[config.mk]
export PLATFORM = sky130hd
export DESIGN_NAME = ofm_menu
export DESIGN_NICKNAME = d
export VERILOG_FILES = /design/src/rtl/ofm_pkg.sv /design/src/rtl/ofm_menu.sv
export SDC_FILE = /design/constraint.sdc
export NUM_CORES = 1
export LEC_CHECK = 0
export ABC_CLOCK_PERIOD_IN_PS = 7790
export BUFFER_PORTS_ARGS = -buffer_cell sky130_fd_sc_hd__buf_2
export CAP_MARGIN = 20
export CORE_MARGIN = 4
export CORE_UTILIZATION = 25
export CTS_CLUSTER_SIZE = 40
export DETAILED_ROUTE_END_ITERATION = 12
export HOLD_SLACK_MARGIN = 0.06
export SYNTH_ARGS = -nofsm -noshare
export SYNTH_HDL_FRONTEND = slang
export SYNTH_SLANG_ARGS = --single-unit
[constraint.sdc]
create_clock -name clock -period 7.79 [get_ports clock]
set_input_delay 1.558 -clock clock [delete_from_list [all_inputs] [get_ports clock]]
set_output_delay 1.558 -clock clock [all_outputs]
set_load 0.005 [all_outputs]
[src/rtl/ofm_pkg.sv]
// Purpose: shared types and constants of the output-function menu
// Assumes: 50 MHz system clock, millisecond tick derived from it
// Notes:   times are in milliseconds; cycle counts are derived here
package ofm_pkg;

    // ------------------------------------------------------------
    // timing
    // ------------------------------------------------------------
    localparam int CLK_HZ        = 50_000_000;
    localparam int TICK_MS       = 1;
    localparam int TICK_CYC      = CLK_HZ / 1000 * TICK_MS;
    localparam int DEBOUNCE_MS   = 20;
    localparam int OUT_HOLD_MS   = 5000;
    localparam int SP_HOLD_MS    = 2000;
    localparam int REPEAT_MS     = 1000;
    localparam int FAST_AFTER_MS = 2000;
    localparam int SLOW_RATE_MS  = 200;
    localparam int FAST_RATE_MS  = 50;
    localparam int TIMEOUT_MS    = 60000;

    // ------------------------------------------------------------
    // value ranges (delay in 10 ms steps: 0.01 .. 2.00 s)
    // ------------------------------------------------------------
    localparam logic [7:0] DELAY_MIN = 8'h01;
    localparam logic [7:0] DELAY_MAX = 8'hc8;
    localparam logic [7:0] FUNC_MAX  = 8'h05;
    localparam logic [7:0] DRIVE_MAX = 8'h02;
    localparam logic [7:0] ERR_MAX   = 8'h01;

    // button indices
    localparam int BTN_LEFT  = 0;
    localparam int BTN_MID   = 1;
    localparam int BTN_RIGHT = 2;

    typedef enum logic [2:0] {
        FUNC_NONE             = 3'h0,
        SINGLE_TWO_POINT_CTRL = 3'h1,
        DUAL_TWO_POINT_CTRL   = 3'h2,
        TWO_POINT_WITH_ALARM  = 3'h3,
        ALARM_COMMON          = 3'h4,
        ALARM_INDIVIDUAL      = 3'h5
    } ofm_func_t;

    typedef enum logic [1:0] {
        LOW_SIDE_SINK    = 2'h0,
        HIGH_SIDE_SOURCE = 2'h1,
        PUSH_PULL_DRIVE  = 2'h2
    } ofm_drive_t;

    // menu position; gray codes along the parameter walk M_FUNC to M_E2
    typedef enum logic [3:0] {
        M_IDLE = 4'h0,
        M_FUNC = 4'h1,
        M_D1   = 4'h3,
        M_K1   = 4'h2,
        M_E1   = 4'h6,
        M_D2   = 4'h7,
        M_K2   = 4'h5,
        M_E2   = 4'h4,
        M_AK   = 4'hc,
        M_SP   = 4'hd
    } ofm_state_t;

    typedef struct packed {
        ofm_func_t  func;
        logic [7:0] out1_delay;
        ofm_drive_t kind1;
        logic       err1;
        logic [7:0] out2_delay;
        ofm_drive_t kind2;
        logic       err2;
        ofm_drive_t alarm_kind;
    } ofm_cfg_t;

    localparam ofm_cfg_t CFG_RESET = '{FUNC_NONE, 8'h01, LOW_SIDE_SINK, 1'b0,
                                       8'h01, LOW_SIDE_SINK, 1'b0, LOW_SIDE_SINK};

    // pin drive of one switching output
    typedef struct packed {
        logic source_on;
        logic sink_on;
    } ofm_pin_t;

endpackage

[src/rtl/ofm_menu.sv]
// Purpose: three-button menu that picks and stores the output functions
// Assumes: button inputs are synchronous to clock and active high
// Notes:   stored configuration only changes on a left press that commits
`timescale 1ns/1ps

module ofm_menu #(
    parameter int TICK_CYCLES = ofm_pkg::TICK_CYC,
    parameter int TIMEOUT_MS  = ofm_pkg::TIMEOUT_MS,
    parameter int OUT_HOLD_MS = ofm_pkg::OUT_HOLD_MS,
    parameter int DEBOUNCE_MS = ofm_pkg::DEBOUNCE_MS
) (
    // clock and reset
    input  wire logic               clock,
    input  wire logic               reset,
    // front panel buttons: left, middle, right
    input  wire logic [2:0]         buttons,
    // measurement side
    input  wire logic               ctrl1_on,
    input  wire logic               ctrl2_on,
    input  wire logic               alarm1,
    input  wire logic               alarm2,
    input  wire logic               fault,
    // menu view
    output ofm_pkg::ofm_state_t     menu_state,
    output logic                    sp_menu_open,
    output ofm_pkg::ofm_cfg_t       cfg_stored,
    output ofm_pkg::ofm_cfg_t       cfg_edit,
    // switching outputs
    output ofm_pkg::ofm_pin_t       pin1,
    output ofm_pkg::ofm_pin_t       pin2
);

    // ------------------------------------------------------------
    // helpers
    // ------------------------------------------------------------
    function automatic logic [7:0] wrap_step(input logic [7:0] v, input logic [7:0] lo,
                                             input logic [7:0] hi, input logic up);
        if (up)
            wrap_step = (v >= hi) ? lo : 8'(v + 8'h01);
        else
            wrap_step = (v <= lo) ? hi : 8'(v - 8'h01);
    endfunction

    function automatic ofm_pkg::ofm_pin_t drive(input logic on, input ofm_pkg::ofm_drive_t k);
        drive.source_on = on && (k != ofm_pkg::LOW_SIDE_SINK);
        drive.sink_on   = (k == ofm_pkg::LOW_SIDE_SINK) ? on
                        : (k == ofm_pkg::PUSH_PULL_DRIVE) ? !on : 1'b0;
    endfunction

    // next parameter after s, skipping what the function does not use
    function automatic ofm_pkg::ofm_state_t next_param(input ofm_pkg::ofm_state_t s,
                                                        input ofm_pkg::ofm_func_t f);
        logic ctl1;
        logic ctl2;
        logic alm;
        ctl1 = (f == ofm_pkg::SINGLE_TWO_POINT_CTRL) || (f == ofm_pkg::DUAL_TWO_POINT_CTRL)
            || (f == ofm_pkg::TWO_POINT_WITH_ALARM);
        ctl2 = (f == ofm_pkg::DUAL_TWO_POINT_CTRL);
        alm  = (f == ofm_pkg::TWO_POINT_WITH_ALARM) || (f == ofm_pkg::ALARM_COMMON)
            || (f == ofm_pkg::ALARM_INDIVIDUAL);
        case (s)
            ofm_pkg::M_FUNC: next_param = ctl1 ? ofm_pkg::M_D1 : alm ? ofm_pkg::M_AK
                                        : ofm_pkg::M_IDLE;
            ofm_pkg::M_D1:   next_param = ofm_pkg::M_K1;
            ofm_pkg::M_K1:   next_param = ofm_pkg::M_E1;
            ofm_pkg::M_E1:   next_param = ctl2 ? ofm_pkg::M_D2 : alm ? ofm_pkg::M_AK
                                        : ofm_pkg::M_IDLE;
            ofm_pkg::M_D2:   next_param = ofm_pkg::M_K2;
            ofm_pkg::M_K2:   next_param = ofm_pkg::M_E2;
            ofm_pkg::M_E2:   next_param = ofm_pkg::M_IDLE;
            default:         next_param = ofm_pkg::M_IDLE;
        endcase
    endfunction

    // ------------------------------------------------------------
    // millisecond tick and debounce
    // ------------------------------------------------------------
    logic [31:0] tick_cnt_reg;
    logic        tick_reg;
    logic [2:0]  btn_reg;
    logic [2:0]  btn_prev_reg;
    logic [7:0]  deb_cnt_reg [3];
    logic [15:0] hold_reg [3];

    always_ff @(posedge clock) begin
        if (reset || tick_cnt_reg == 32'(TICK_CYCLES - 1)) begin
            tick_cnt_reg <= '0;
        end else begin
            tick_cnt_reg <= tick_cnt_reg + 32'h1;
        end
        tick_reg <= !reset && tick_cnt_reg == 32'(TICK_CYCLES - 1);
    end

    always_ff @(posedge clock) begin
        btn_prev_reg <= reset ? 3'h0 : btn_reg;
        for (int i = 0; i < 3; i++) begin
            if (reset) begin
                btn_reg[i]     <= 1'b0;
                deb_cnt_reg[i] <= '0;
                hold_reg[i]    <= '0;
            end else begin
                if (buttons[i] == btn_reg[i]) begin
                    deb_cnt_reg[i] <= '0;
                end else if (tick_reg) begin
                    if (deb_cnt_reg[i] == 8'(DEBOUNCE_MS - 1)) begin
                        btn_reg[i]     <= buttons[i];
                        deb_cnt_reg[i] <= '0;
                    end else begin
                        deb_cnt_reg[i] <= deb_cnt_reg[i] + 8'h01;
                    end
                end
                // saturating hold time in ms
                if (!btn_reg[i])
                    hold_reg[i] <= '0;
                else if (tick_reg && hold_reg[i] != 16'hffff)
                    hold_reg[i] <= hold_reg[i] + 16'h0001;
            end
        end
    end

    logic [2:0] pressed;
    logic [2:0] released;
    assign pressed  = btn_reg & ~btn_prev_reg;
    assign released = ~btn_reg & btn_prev_reg;

    // ------------------------------------------------------------
    // button events
    // ------------------------------------------------------------
    ofm_pkg::ofm_state_t state_reg;
    ofm_pkg::ofm_cfg_t   cfg_reg;
    ofm_pkg::ofm_cfg_t   work_reg;
    logic                lock_reg;
    logic [15:0]         rep_cnt_reg;
    logic [31:0]         idle_reg;
    logic                hold_out;
    logic                hold_sp;
    logic                left_short;
    logic                rep_hit;
    logic                step_up;
    logic                step_dn;
    logic                timeout;
    logic [15:0]         rep_hold;

    // a hold event fires once: hold_out on the tick that reaches OUT_HOLD_MS, hold_sp on the tick that passes SP_HOLD_MS
    assign hold_out   = tick_reg && btn_reg[ofm_pkg::BTN_MID]
                     && hold_reg[ofm_pkg::BTN_MID] == 16'(OUT_HOLD_MS - 1);
    assign hold_sp    = tick_reg && btn_reg[ofm_pkg::BTN_LEFT]
                     && hold_reg[ofm_pkg::BTN_LEFT] == 16'(ofm_pkg::SP_HOLD_MS);
    assign left_short = released[ofm_pkg::BTN_LEFT] && !lock_reg
                     && hold_reg[ofm_pkg::BTN_LEFT] <= 16'(ofm_pkg::SP_HOLD_MS);
    assign rep_hold   = btn_reg[ofm_pkg::BTN_MID] ? hold_reg[ofm_pkg::BTN_MID]
                                                  : hold_reg[ofm_pkg::BTN_RIGHT];
    assign rep_hit    = tick_reg && rep_hold > 16'(ofm_pkg::REPEAT_MS)
                     && rep_cnt_reg == ((rep_hold > 16'(ofm_pkg::REPEAT_MS
                                         + ofm_pkg::FAST_AFTER_MS))
                                        ? 16'(ofm_pkg::FAST_RATE_MS - 1)
                                        : 16'(ofm_pkg::SLOW_RATE_MS - 1));
    assign step_up    = !lock_reg && btn_reg[ofm_pkg::BTN_MID] && !btn_reg[ofm_pkg::BTN_RIGHT]
                     && (pressed[ofm_pkg::BTN_MID] || rep_hit);
    assign step_dn    = !lock_reg && btn_reg[ofm_pkg::BTN_RIGHT] && !btn_reg[ofm_pkg::BTN_MID]
                     && (pressed[ofm_pkg::BTN_RIGHT] || rep_hit);
    assign timeout    = tick_reg && idle_reg == 32'(TIMEOUT_MS);

    // repeat interval counter restarts with every press
    always_ff @(posedge clock) begin
        if (reset || pressed != 3'h0 || rep_hit || rep_hold <= 16'(ofm_pkg::REPEAT_MS))
            rep_cnt_reg <= '0;
        else if (tick_reg)
            rep_cnt_reg <= rep_cnt_reg + 16'h0001;
    end

    // inactivity: a held button counts as pressed, so long auto-repeat never aborts
    always_ff @(posedge clock) begin
        if (reset || btn_reg != 3'h0 || state_reg == ofm_pkg::M_IDLE)
            idle_reg <= '0;
        else if (tick_reg)
            idle_reg <= idle_reg + 32'h1;
    end

    // a press that opened a menu must not also edit it
    always_ff @(posedge clock) begin
        if (reset)
            lock_reg <= 1'b0;
        else if (hold_out || hold_sp)
            lock_reg <= 1'b1;
        else if (btn_reg == 3'h0 && released == 3'h0)
            lock_reg <= 1'b0;
    end

    // ------------------------------------------------------------
    // menu walk
    // ------------------------------------------------------------
    always_ff @(posedge clock) begin
        if (reset) begin
            state_reg <= ofm_pkg::M_IDLE;
        end else if (timeout) begin
            state_reg <= ofm_pkg::M_IDLE;
        end else begin
            case (state_reg)
                ofm_pkg::M_IDLE: begin
                    if (hold_out)
                        state_reg <= ofm_pkg::M_FUNC;
                    else if (hold_sp && cfg_reg.func != ofm_pkg::FUNC_NONE)
                        state_reg <= ofm_pkg::M_SP;
                end
                ofm_pkg::M_SP: begin
                    if (left_short)
                        state_reg <= ofm_pkg::M_IDLE;
                end
                default: begin
                    // left advances only from a label not being edited
                    if (left_short && work_reg == cfg_reg)
                        state_reg <= next_param(state_reg, cfg_reg.func);
                end
            endcase
        end
    end

    // working copy: edited by steps, dropped on timeout
    always_ff @(posedge clock) begin
        if (reset) begin
            work_reg <= ofm_pkg::CFG_RESET;
        end else if (state_reg == ofm_pkg::M_IDLE || timeout) begin
            work_reg <= cfg_reg;
        end else if (step_up || step_dn) begin
            case (state_reg)
                ofm_pkg::M_FUNC: work_reg.func <= ofm_pkg::ofm_func_t'(3'(wrap_step(
                    8'(work_reg.func), 8'h00, ofm_pkg::FUNC_MAX, step_up)));
                ofm_pkg::M_D1: work_reg.out1_delay <= wrap_step(work_reg.out1_delay,
                    ofm_pkg::DELAY_MIN, ofm_pkg::DELAY_MAX, step_up);
                ofm_pkg::M_K1: work_reg.kind1 <= ofm_pkg::ofm_drive_t'(2'(wrap_step(
                    8'(work_reg.kind1), 8'h00, ofm_pkg::DRIVE_MAX, step_up)));
                ofm_pkg::M_E1: work_reg.err1 <= !work_reg.err1;
                ofm_pkg::M_D2: work_reg.out2_delay <= wrap_step(work_reg.out2_delay,
                    ofm_pkg::DELAY_MIN, ofm_pkg::DELAY_MAX, step_up);
                ofm_pkg::M_K2: work_reg.kind2 <= ofm_pkg::ofm_drive_t'(2'(wrap_step(
                    8'(work_reg.kind2), 8'h00, ofm_pkg::DRIVE_MAX, step_up)));
                ofm_pkg::M_E2: work_reg.err2 <= !work_reg.err2;
                ofm_pkg::M_AK: work_reg.alarm_kind <= ofm_pkg::ofm_drive_t'(2'(wrap_step(
                    8'(work_reg.alarm_kind), 8'h00, ofm_pkg::DRIVE_MAX, step_up)));
                default: work_reg <= work_reg;
            endcase
        end
    end

    // stored configuration: a left press commits the whole edited value
    always_ff @(posedge clock) begin
        if (reset)
            cfg_reg <= ofm_pkg::CFG_RESET;
        else if (left_short && !timeout && state_reg != ofm_pkg::M_IDLE
                 && state_reg != ofm_pkg::M_SP)
            cfg_reg <= work_reg;
    end

    // ------------------------------------------------------------
    // switching outputs
    // ------------------------------------------------------------
    logic               on1;
    logic               on2;
    logic               alm1;
    logic               alm2;
    ofm_pkg::ofm_drive_t k1;
    ofm_pkg::ofm_drive_t k2;

    assign alm1 = cfg_reg.func == ofm_pkg::ALARM_INDIVIDUAL;
    assign alm2 = cfg_reg.func == ofm_pkg::TWO_POINT_WITH_ALARM
               || cfg_reg.func == ofm_pkg::ALARM_COMMON || alm1;
    // fault overrides; alarm outputs are active while no alarm exists
    assign on1 = fault ? cfg_reg.err1 : alm1 ? !alarm1
               : (cfg_reg.func != ofm_pkg::FUNC_NONE && cfg_reg.func != ofm_pkg::ALARM_COMMON
                  && ctrl1_on);
    assign on2 = fault ? cfg_reg.err2 : alm2 ? !alarm2
               : (cfg_reg.func == ofm_pkg::DUAL_TWO_POINT_CTRL && ctrl2_on);
    assign k1  = alm1 ? cfg_reg.alarm_kind : cfg_reg.kind1;
    assign k2  = alm2 ? cfg_reg.alarm_kind : cfg_reg.kind2;

    always_ff @(posedge clock) begin
        if (reset) begin
            pin1 <= '0;
            pin2 <= '0;
        end else begin
            pin1 <= drive(on1, k1);
            pin2 <= drive(on2, k2);
        end
    end

    always_ff @(posedge clock) begin
        if (reset) begin
            menu_state   <= ofm_pkg::M_IDLE;
            sp_menu_open <= 1'b0;
            cfg_stored   <= ofm_pkg::CFG_RESET;
            cfg_edit     <= ofm_pkg::CFG_RESET;
        end else begin
            menu_state   <= state_reg;
            sp_menu_open <= state_reg == ofm_pkg::M_SP;
            cfg_stored   <= cfg_reg;
            cfg_edit     <= work_reg;
        end
    end

endmodule

# --- After elaboration in Yosys (flattened, before gate mapping) ---
# Memories as Yosys holds them, arrays and structs flattened.
# Cells that the tools add are included.
word_totals:
  out_inout_bits: 63
  memories: 2
  register_bits: 209
  wordCells: 363
  mem_bits_rw: 72
  input_bits: 10
op_classes:
  n_eq_ne: 35
  n_lt_le_gt_ge: 16
  addsub: 21
  reduce_logical: 91
  bitwise: 22
  muxes: 128
memory_table:
  columns: ["memory", "words", "width", "rd", "rd_ports_with_merged_regs", "wr", "line_no", "text"]
  rows:
  - ["hold_reg", 3, 16, 3, 0, 3, "ofm_menu.sv:83", "logic [15:0] hold_reg [3];"]
  - ["deb_cnt_reg", 3, 8, 3, 0, 3, "ofm_menu.sv:82", "logic [7:0] deb_cnt_reg [3];"]
op_table:
  columns: ["op", "n"]
  rows:
  - ["2-to-1 mux 8 bit", 18]
  - ["2-to-1 mux 16 bit", 7]
  - ["2-to-1 mux 1 bit", 74]
  - ["adder 16 x 1 -> 16 bit (second input constant)", 4]
  - ["adder 32 x 1 -> 32 bit (second input constant)", 2]
  - ["equality test 32 x 16 -> 1 bit (second input constant)", 2]
  - ["2-to-1 mux 27 bit", 2]
  - ["inequality test 16 bit (second input constant)", 3]
  - ["adder 8 x 1 -> 8 bit (second input constant)", 5]
  - ["logical AND 1 bit", 30]
  - ["2-to-1 mux 2 bit", 14]
  - ["2-to-1 mux 4 bit", 7]
  - ["equality test 27 bit", 1]
  - ["equality test 8 x 5 -> 1 bit (second input constant)", 3]
  - ["case mux 4 bit (6 select lines)", 1]
  - ["nonzero test 2 bit", 12]
  - ["equality test 16 x 11 -> 1 bit (second input constant)", 1]
  - ["equality test 16 x 13 -> 1 bit (second input constant)", 1]
  - ["equality test 16 x 8 -> 1 bit", 1]
  - ["equality test 4 x 3 -> 1 bit (second input constant)", 4]
  - [">= comparator 8 bit (second input constant)", 2]
  - ["> comparator 16 x 10 -> 1 bit (second input constant)", 1]
  - ["> comparator 16 x 12 -> 1 bit (second input constant)", 1]
  - ["<= comparator 16 x 10 -> 1 bit (second input constant)", 1]
  - ["39 further kinds", 116]

# --- Depth between registers and ports, before layout ---
# An unclocked memory read counts as a cell.
depth:
  ltp_word: 12
  depth_mapped: 12

# --- Worst setup path before layout ---
# Ideal clock, no wire load.
synth_timing:
  kind: "in2reg"
  from: "input port reset"
  to: "memory hold_reg[0][0] (enable)"
  path_buffers: 2
  path_stages: 6
  required_ns: 7.418
  arrival_ns: 2.848
  setup_slack_ns: 4.570
  path_cell_list: "clkbuf_1 nor2b_1 nand2_1 a31o_2 clkbuf_1 nand2_1"
synth_lines:
  columns: ["item", "line_no", "text"]
  rows:
  - ["from (decl)", "ofm_menu.sv:14", "input wire logic reset,"]
  - ["to (decl)", "ofm_menu.sv:83", null]

# --- Final worst setup path ---
layout_timing:
  from: "register tick_reg"
  to: "register work_reg[19] in the netlist's numbering"
layout_via:
  elab_chain_len: 8
  elab_cells_between_ends: 16
  classes_between: "4 x mux; 12 x reduce/logical"
layout_rtl:
  columns: ["item", "line_no", "text"]
  rows:
  - ["from (decl)", "ofm_menu.sv:79", "logic tick_reg;"]
  - ["from (signal assigned)", "ofm_menu.sv:91", "tick_reg <= !reset && tick_cnt_reg == 32'(TICK_CYCLES - 1);"]
  - ["logical AND 1 bit", "ofm_menu.sv:153", "assign rep_hit = tick_reg && rep_hold > 16'(ofm_pkg::REPEAT_MS)"]
  - ["logical AND 1 bit", "ofm_menu.sv:154", "&& rep_cnt_reg == ((rep_hold > 16'(ofm_pkg::REPEAT_MS"]
  - ["logical OR 1 bit", "ofm_menu.sv:159", "&& (pressed[ofm_pkg::BTN_MID] || rep_hit);"]
  - ["logical AND 1 bit", "ofm_menu.sv:159", null]
  - ["2-to-1 mux 8 bit", "ofm_menu.sv:38", "if (up)"]
  - ["2-to-1 mux 8 bit", "ofm_menu.sv:226", "case (state_reg)"]
  - ["2-to-1 mux 27 bit", "ofm_menu.sv:225", "end else if (step_up || step_dn) begin"]
  - ["2-to-1 mux 27 bit", "ofm_menu.sv:223", "end else if (state_reg == ofm_pkg::M_IDLE || timeout) begin"]
  - ["to (signal assigned)", "ofm_menu.sv:222", "work_reg <= ofm_pkg::CFG_RESET;"]
  - ["to (signal assigned)", "ofm_menu.sv:224", "work_reg <= cfg_reg;"]
  - ["to (signal assigned)", "ofm_menu.sv:241", "default: work_reg <= work_reg;"]
  - ["to (decl)", "ofm_menu.sv:131", "ofm_pkg::ofm_cfg_t work_reg;"]
# Several ways; a longest one is shown, not always the timed one. The select of a mux whose other input is x is not followed.
# A chain may end at the register's enable or synchronous reset.

==> metrics.md <==
| Metric | Value |
|---|---|
| Crit path DAT | `4.40 ns` |
| Global route overflow | `0` |
| Layout cells sized above 1 | `0.1029` |
| Post-cts resize count | `0` |
| Crit-path max FO | `33` |
| Pin count of the biggest net entering global routing | `88` |
| Cells on worst reg2reg path | `9` |
| Number of post-CTS setup repair buffers | `0` |
| Max reg flops | `48` |
| Seq cells post-synth | `281` |
| Most frequent cells after synthesis | `nor2_1, dfxtp_1, xor2_1` |
| Initial drt markers | `853` |
| Die Y-Extent | `244.8 um` |
| Syn Std Cell Area | `14020 sq um` |
| I/O pin total | `73` |
| Max Freq | `254.2 MHz` |
| Setup TNS | `0 ns` |
| Worst-path cell chain | `buf_4, nor4b_1, nand4_1, nor2_1, or2_2, nor2_1, a311oi_2, nor2_1, a311oi_2` |
| 1st-pass router iterations | `5` |
| Via density | `4.664` |
| Adder-Cell Fraction of Synth Area | `0.02855` |
| CTS tree | `yes` |
| Synth top area share | `0.2984` |
| Total number of vias | `11017` |
| IO Port Bufs | `72` |
| Top FF cell, synth | `dfxtp_1` |
| Minimum clock period | `3.934 ns` |
| Core box area | `55310 sq um` |
| Final Skew | `0.009848 ns` |
| Max clock buf depth | `3` |
| Site row count | `86` |
| Post-Syn Nets | `1599` |
| Worst Setup Path Type | `flop to flop` |
| Average routed wire per standard cell | `14.26 um` |
| Slew margin rel. | `0.2820` |
| Worst-Margin Slew | `1.077 ns` |
| Synth Area in Compound Gates | `0.09556` |
| Antenna-violating nets left | `0` |
| WP data required | `8.26 ns` |
| Register area share after synthesis | `0.4525` |
| Simple-Gate Fraction of Synth Area | `0.2554` |
| CTS Root Cell | `clkbuf_16` |
| Num CTS Buffers | `31` |
| Skew-Pair Late Insertion Delay | `0.56 ns` |
| XOR/XNOR Fraction of Synth Area | `0.1049` |
| Maxcap violations | `0` |
| Status | `finished clean` |
| Final Slew Violations | `0` |
| PwrDens | `238.4 nW/um^2` |
| Ranking of synthesized cells by area | `dfxtp_1, edfxtp_1, xor2_1, nor2_1, nand2_1` |
| Cell count after synthesis | `1557` |
| Die area | `59950 sq um` |
| Worst hold path type | `flop to flop` |
| Peak supply drop | `0.0001789 V` |
| Chip Width | `244.8 um` |
| Total track usage | `0.1097` |
| Synth warn | `0` |
| Clock sinks | `281` |
| Static Leak | `0.005784 uW` |
| Most common cell in the netlist | `nor2_1` |
| Worst R2R Setup Slack | `3.86 ns` |
| Fin nets | `1632` |
| EDFF count, synth | `72` |
| CP Capture Type | `flop` |
| Routed WL | `33690 um` |
| Routability Congestion | `0.8399` |
| Final non-filler cell area | `16150 sq um` |
| DP HPWL | `23210 um` |
| Top cell by count, worst path | `nor2_1` |
| Layout area overhead | `15.15%` |
| CTS H-tree depth | `1` |
| Antenna violations before repair | `0` |
| Worst-path clk slew | `0.06 ns` |
| Vias in the first global route | `10960` |
| Post-synthesis mux area share | `0.02980` |
| Starting Density | `0.2536` |
| Cts hold-fix bufs | `0` |
| Netlist cell types | `71` |
| First-pass GRT wire length | `55920 um` |
| CP Launch Type | `flop` |
| Slowest CP cell | `a311oi_2` |
| Worst path max stage delay | `0.88 ns` |
| Syn Area/Cell | `9.007 sq um` |
| Area leader, netlist | `dfxtp_1` |
| Placed inst area | `15070 sq um` |
| Final hold violations | `0` |
| Asr flop ratio synth | `0` |
| # setup viols final | `0` |
| Hold-critical path depth | `1` |
| Largest family of logic cells by synthesized area | `simple AND/OR/NAND/NOR gates` |
| RSZ-0062 raised after global routing | `false` |
| Drt drc | `0` |
| Final Cycle Share | `0.5050` |
-- path summary, 6_finish.rpt --
path	startpoint	to
worst max-delay path	tick_reg	work_reg[19]
worst max register to register	tick_reg	work_reg[19]
worst min register to register	tick_cnt_reg[0]	tick_cnt_reg[0]
worst min-delay path	tick_cnt_reg[0]	tick_cnt_reg[0]
-- cells by family (layout without fill, tap and decap cells) --
family,count (synthesis),count (layout)
AO/OA/AOI/OAI,190,190
other,0,1
flip-flops,281,281
adder cells (fa/ha/maj),32,32
XOR/XNOR,168,168
AND/OR/NAND/NOR,727,727
buffers and inverters,119,175
multiplexers,40,40
-- per-stage QoR --
step / cells / util / power (uW) / hold slack (ns) / worst slack [ns]
final: 2362 / 0.2920 / 3850 / 0.4538 / 3.856
after global placement: 2304 / 0.2724 / 2344 / 0.4273 / 3.960
after detailed placement: 2305 / 0.2726 / 2360 / 0.4431 / 3.934
after floorplan: 1557 / - / 2165 / 0.4175 / 4.570
after global routing: 2361 / 0.2919 / 4025 / 0.4883 / 3.516
after CTS: 2361 / 0.2919 / 3882 / 0.4554 / 3.911
-- cell usage in the layout, fill, tap and decap left out, types with 7 or more instances in the layout --
cell,count
o31ai_1,7
xor2_1,121
clkbuf_8,7
mux2i_1,35
buf_4,10
xnor2_1,47
or2_2,10
nand3_1,77
and3_1,26
inv_1,38
nor2_1,262
edfxtp_1,72
clkbuf_16,34
nand2_1,118
nand4_1,34
o211ai_1,10
nand3b_1,7
o21ai_0,43
dfxtp_1,209
a21oi_1,41
and4_1,7
buf_2,71
nor4_1,27
nor2b_1,47
nor3b_1,10
a311oi_1,14
ha_1,32
or3_1,25
and2_1,9
nor3_1,29
nand2b_1,11
a211oi_1,11
-- per-layer routing --
layer  global-route usage  wire length, um  vias to the layer above
met3              0.01518             1319                       52
met4              0.04011              926                        0
met2               0.1800            15260                      221
li1                     -                -                     5507
met1               0.1475            16190                     5237
met5                    0                0                        -
-- worst max-delay path: cells and delay by family, from the launching register on --
family / cells / cell delay (ns)
buffers and inverters: 1 / 0.29
AND/OR/NAND/NOR: 6 / 2.09
AO/OA/AOI/OAI: 2 / 1.14
flip-flops: 1 / 0.30
-- report_power, final --
part           leakage (uW)  total (uW)  internal [uW]  switching (uW)
Clock              0.000526        1510            917             593
Sequential          0.00255        1670           1560             111
Combinational       0.00271         668            254             414
-- area by class of cell --
| class | instances | area, sq um |
|---|---|---|
| inverters | 38 | 142.6 |
| repair buffers | 81 | 430.4 |
| multi-input cells | 1157 | 7219 |
| fillers | 5871 | 39160 |
| well taps | 748 | 935.9 |
| diodes | 1 | 2.502 |
| flip-flops and latches | 281 | 6346 |
| clock inverters | 11 | 108.9 |
| clock buffers | 45 | 962.2 |
Note: power is estimated with default switching activity, not from simulation.
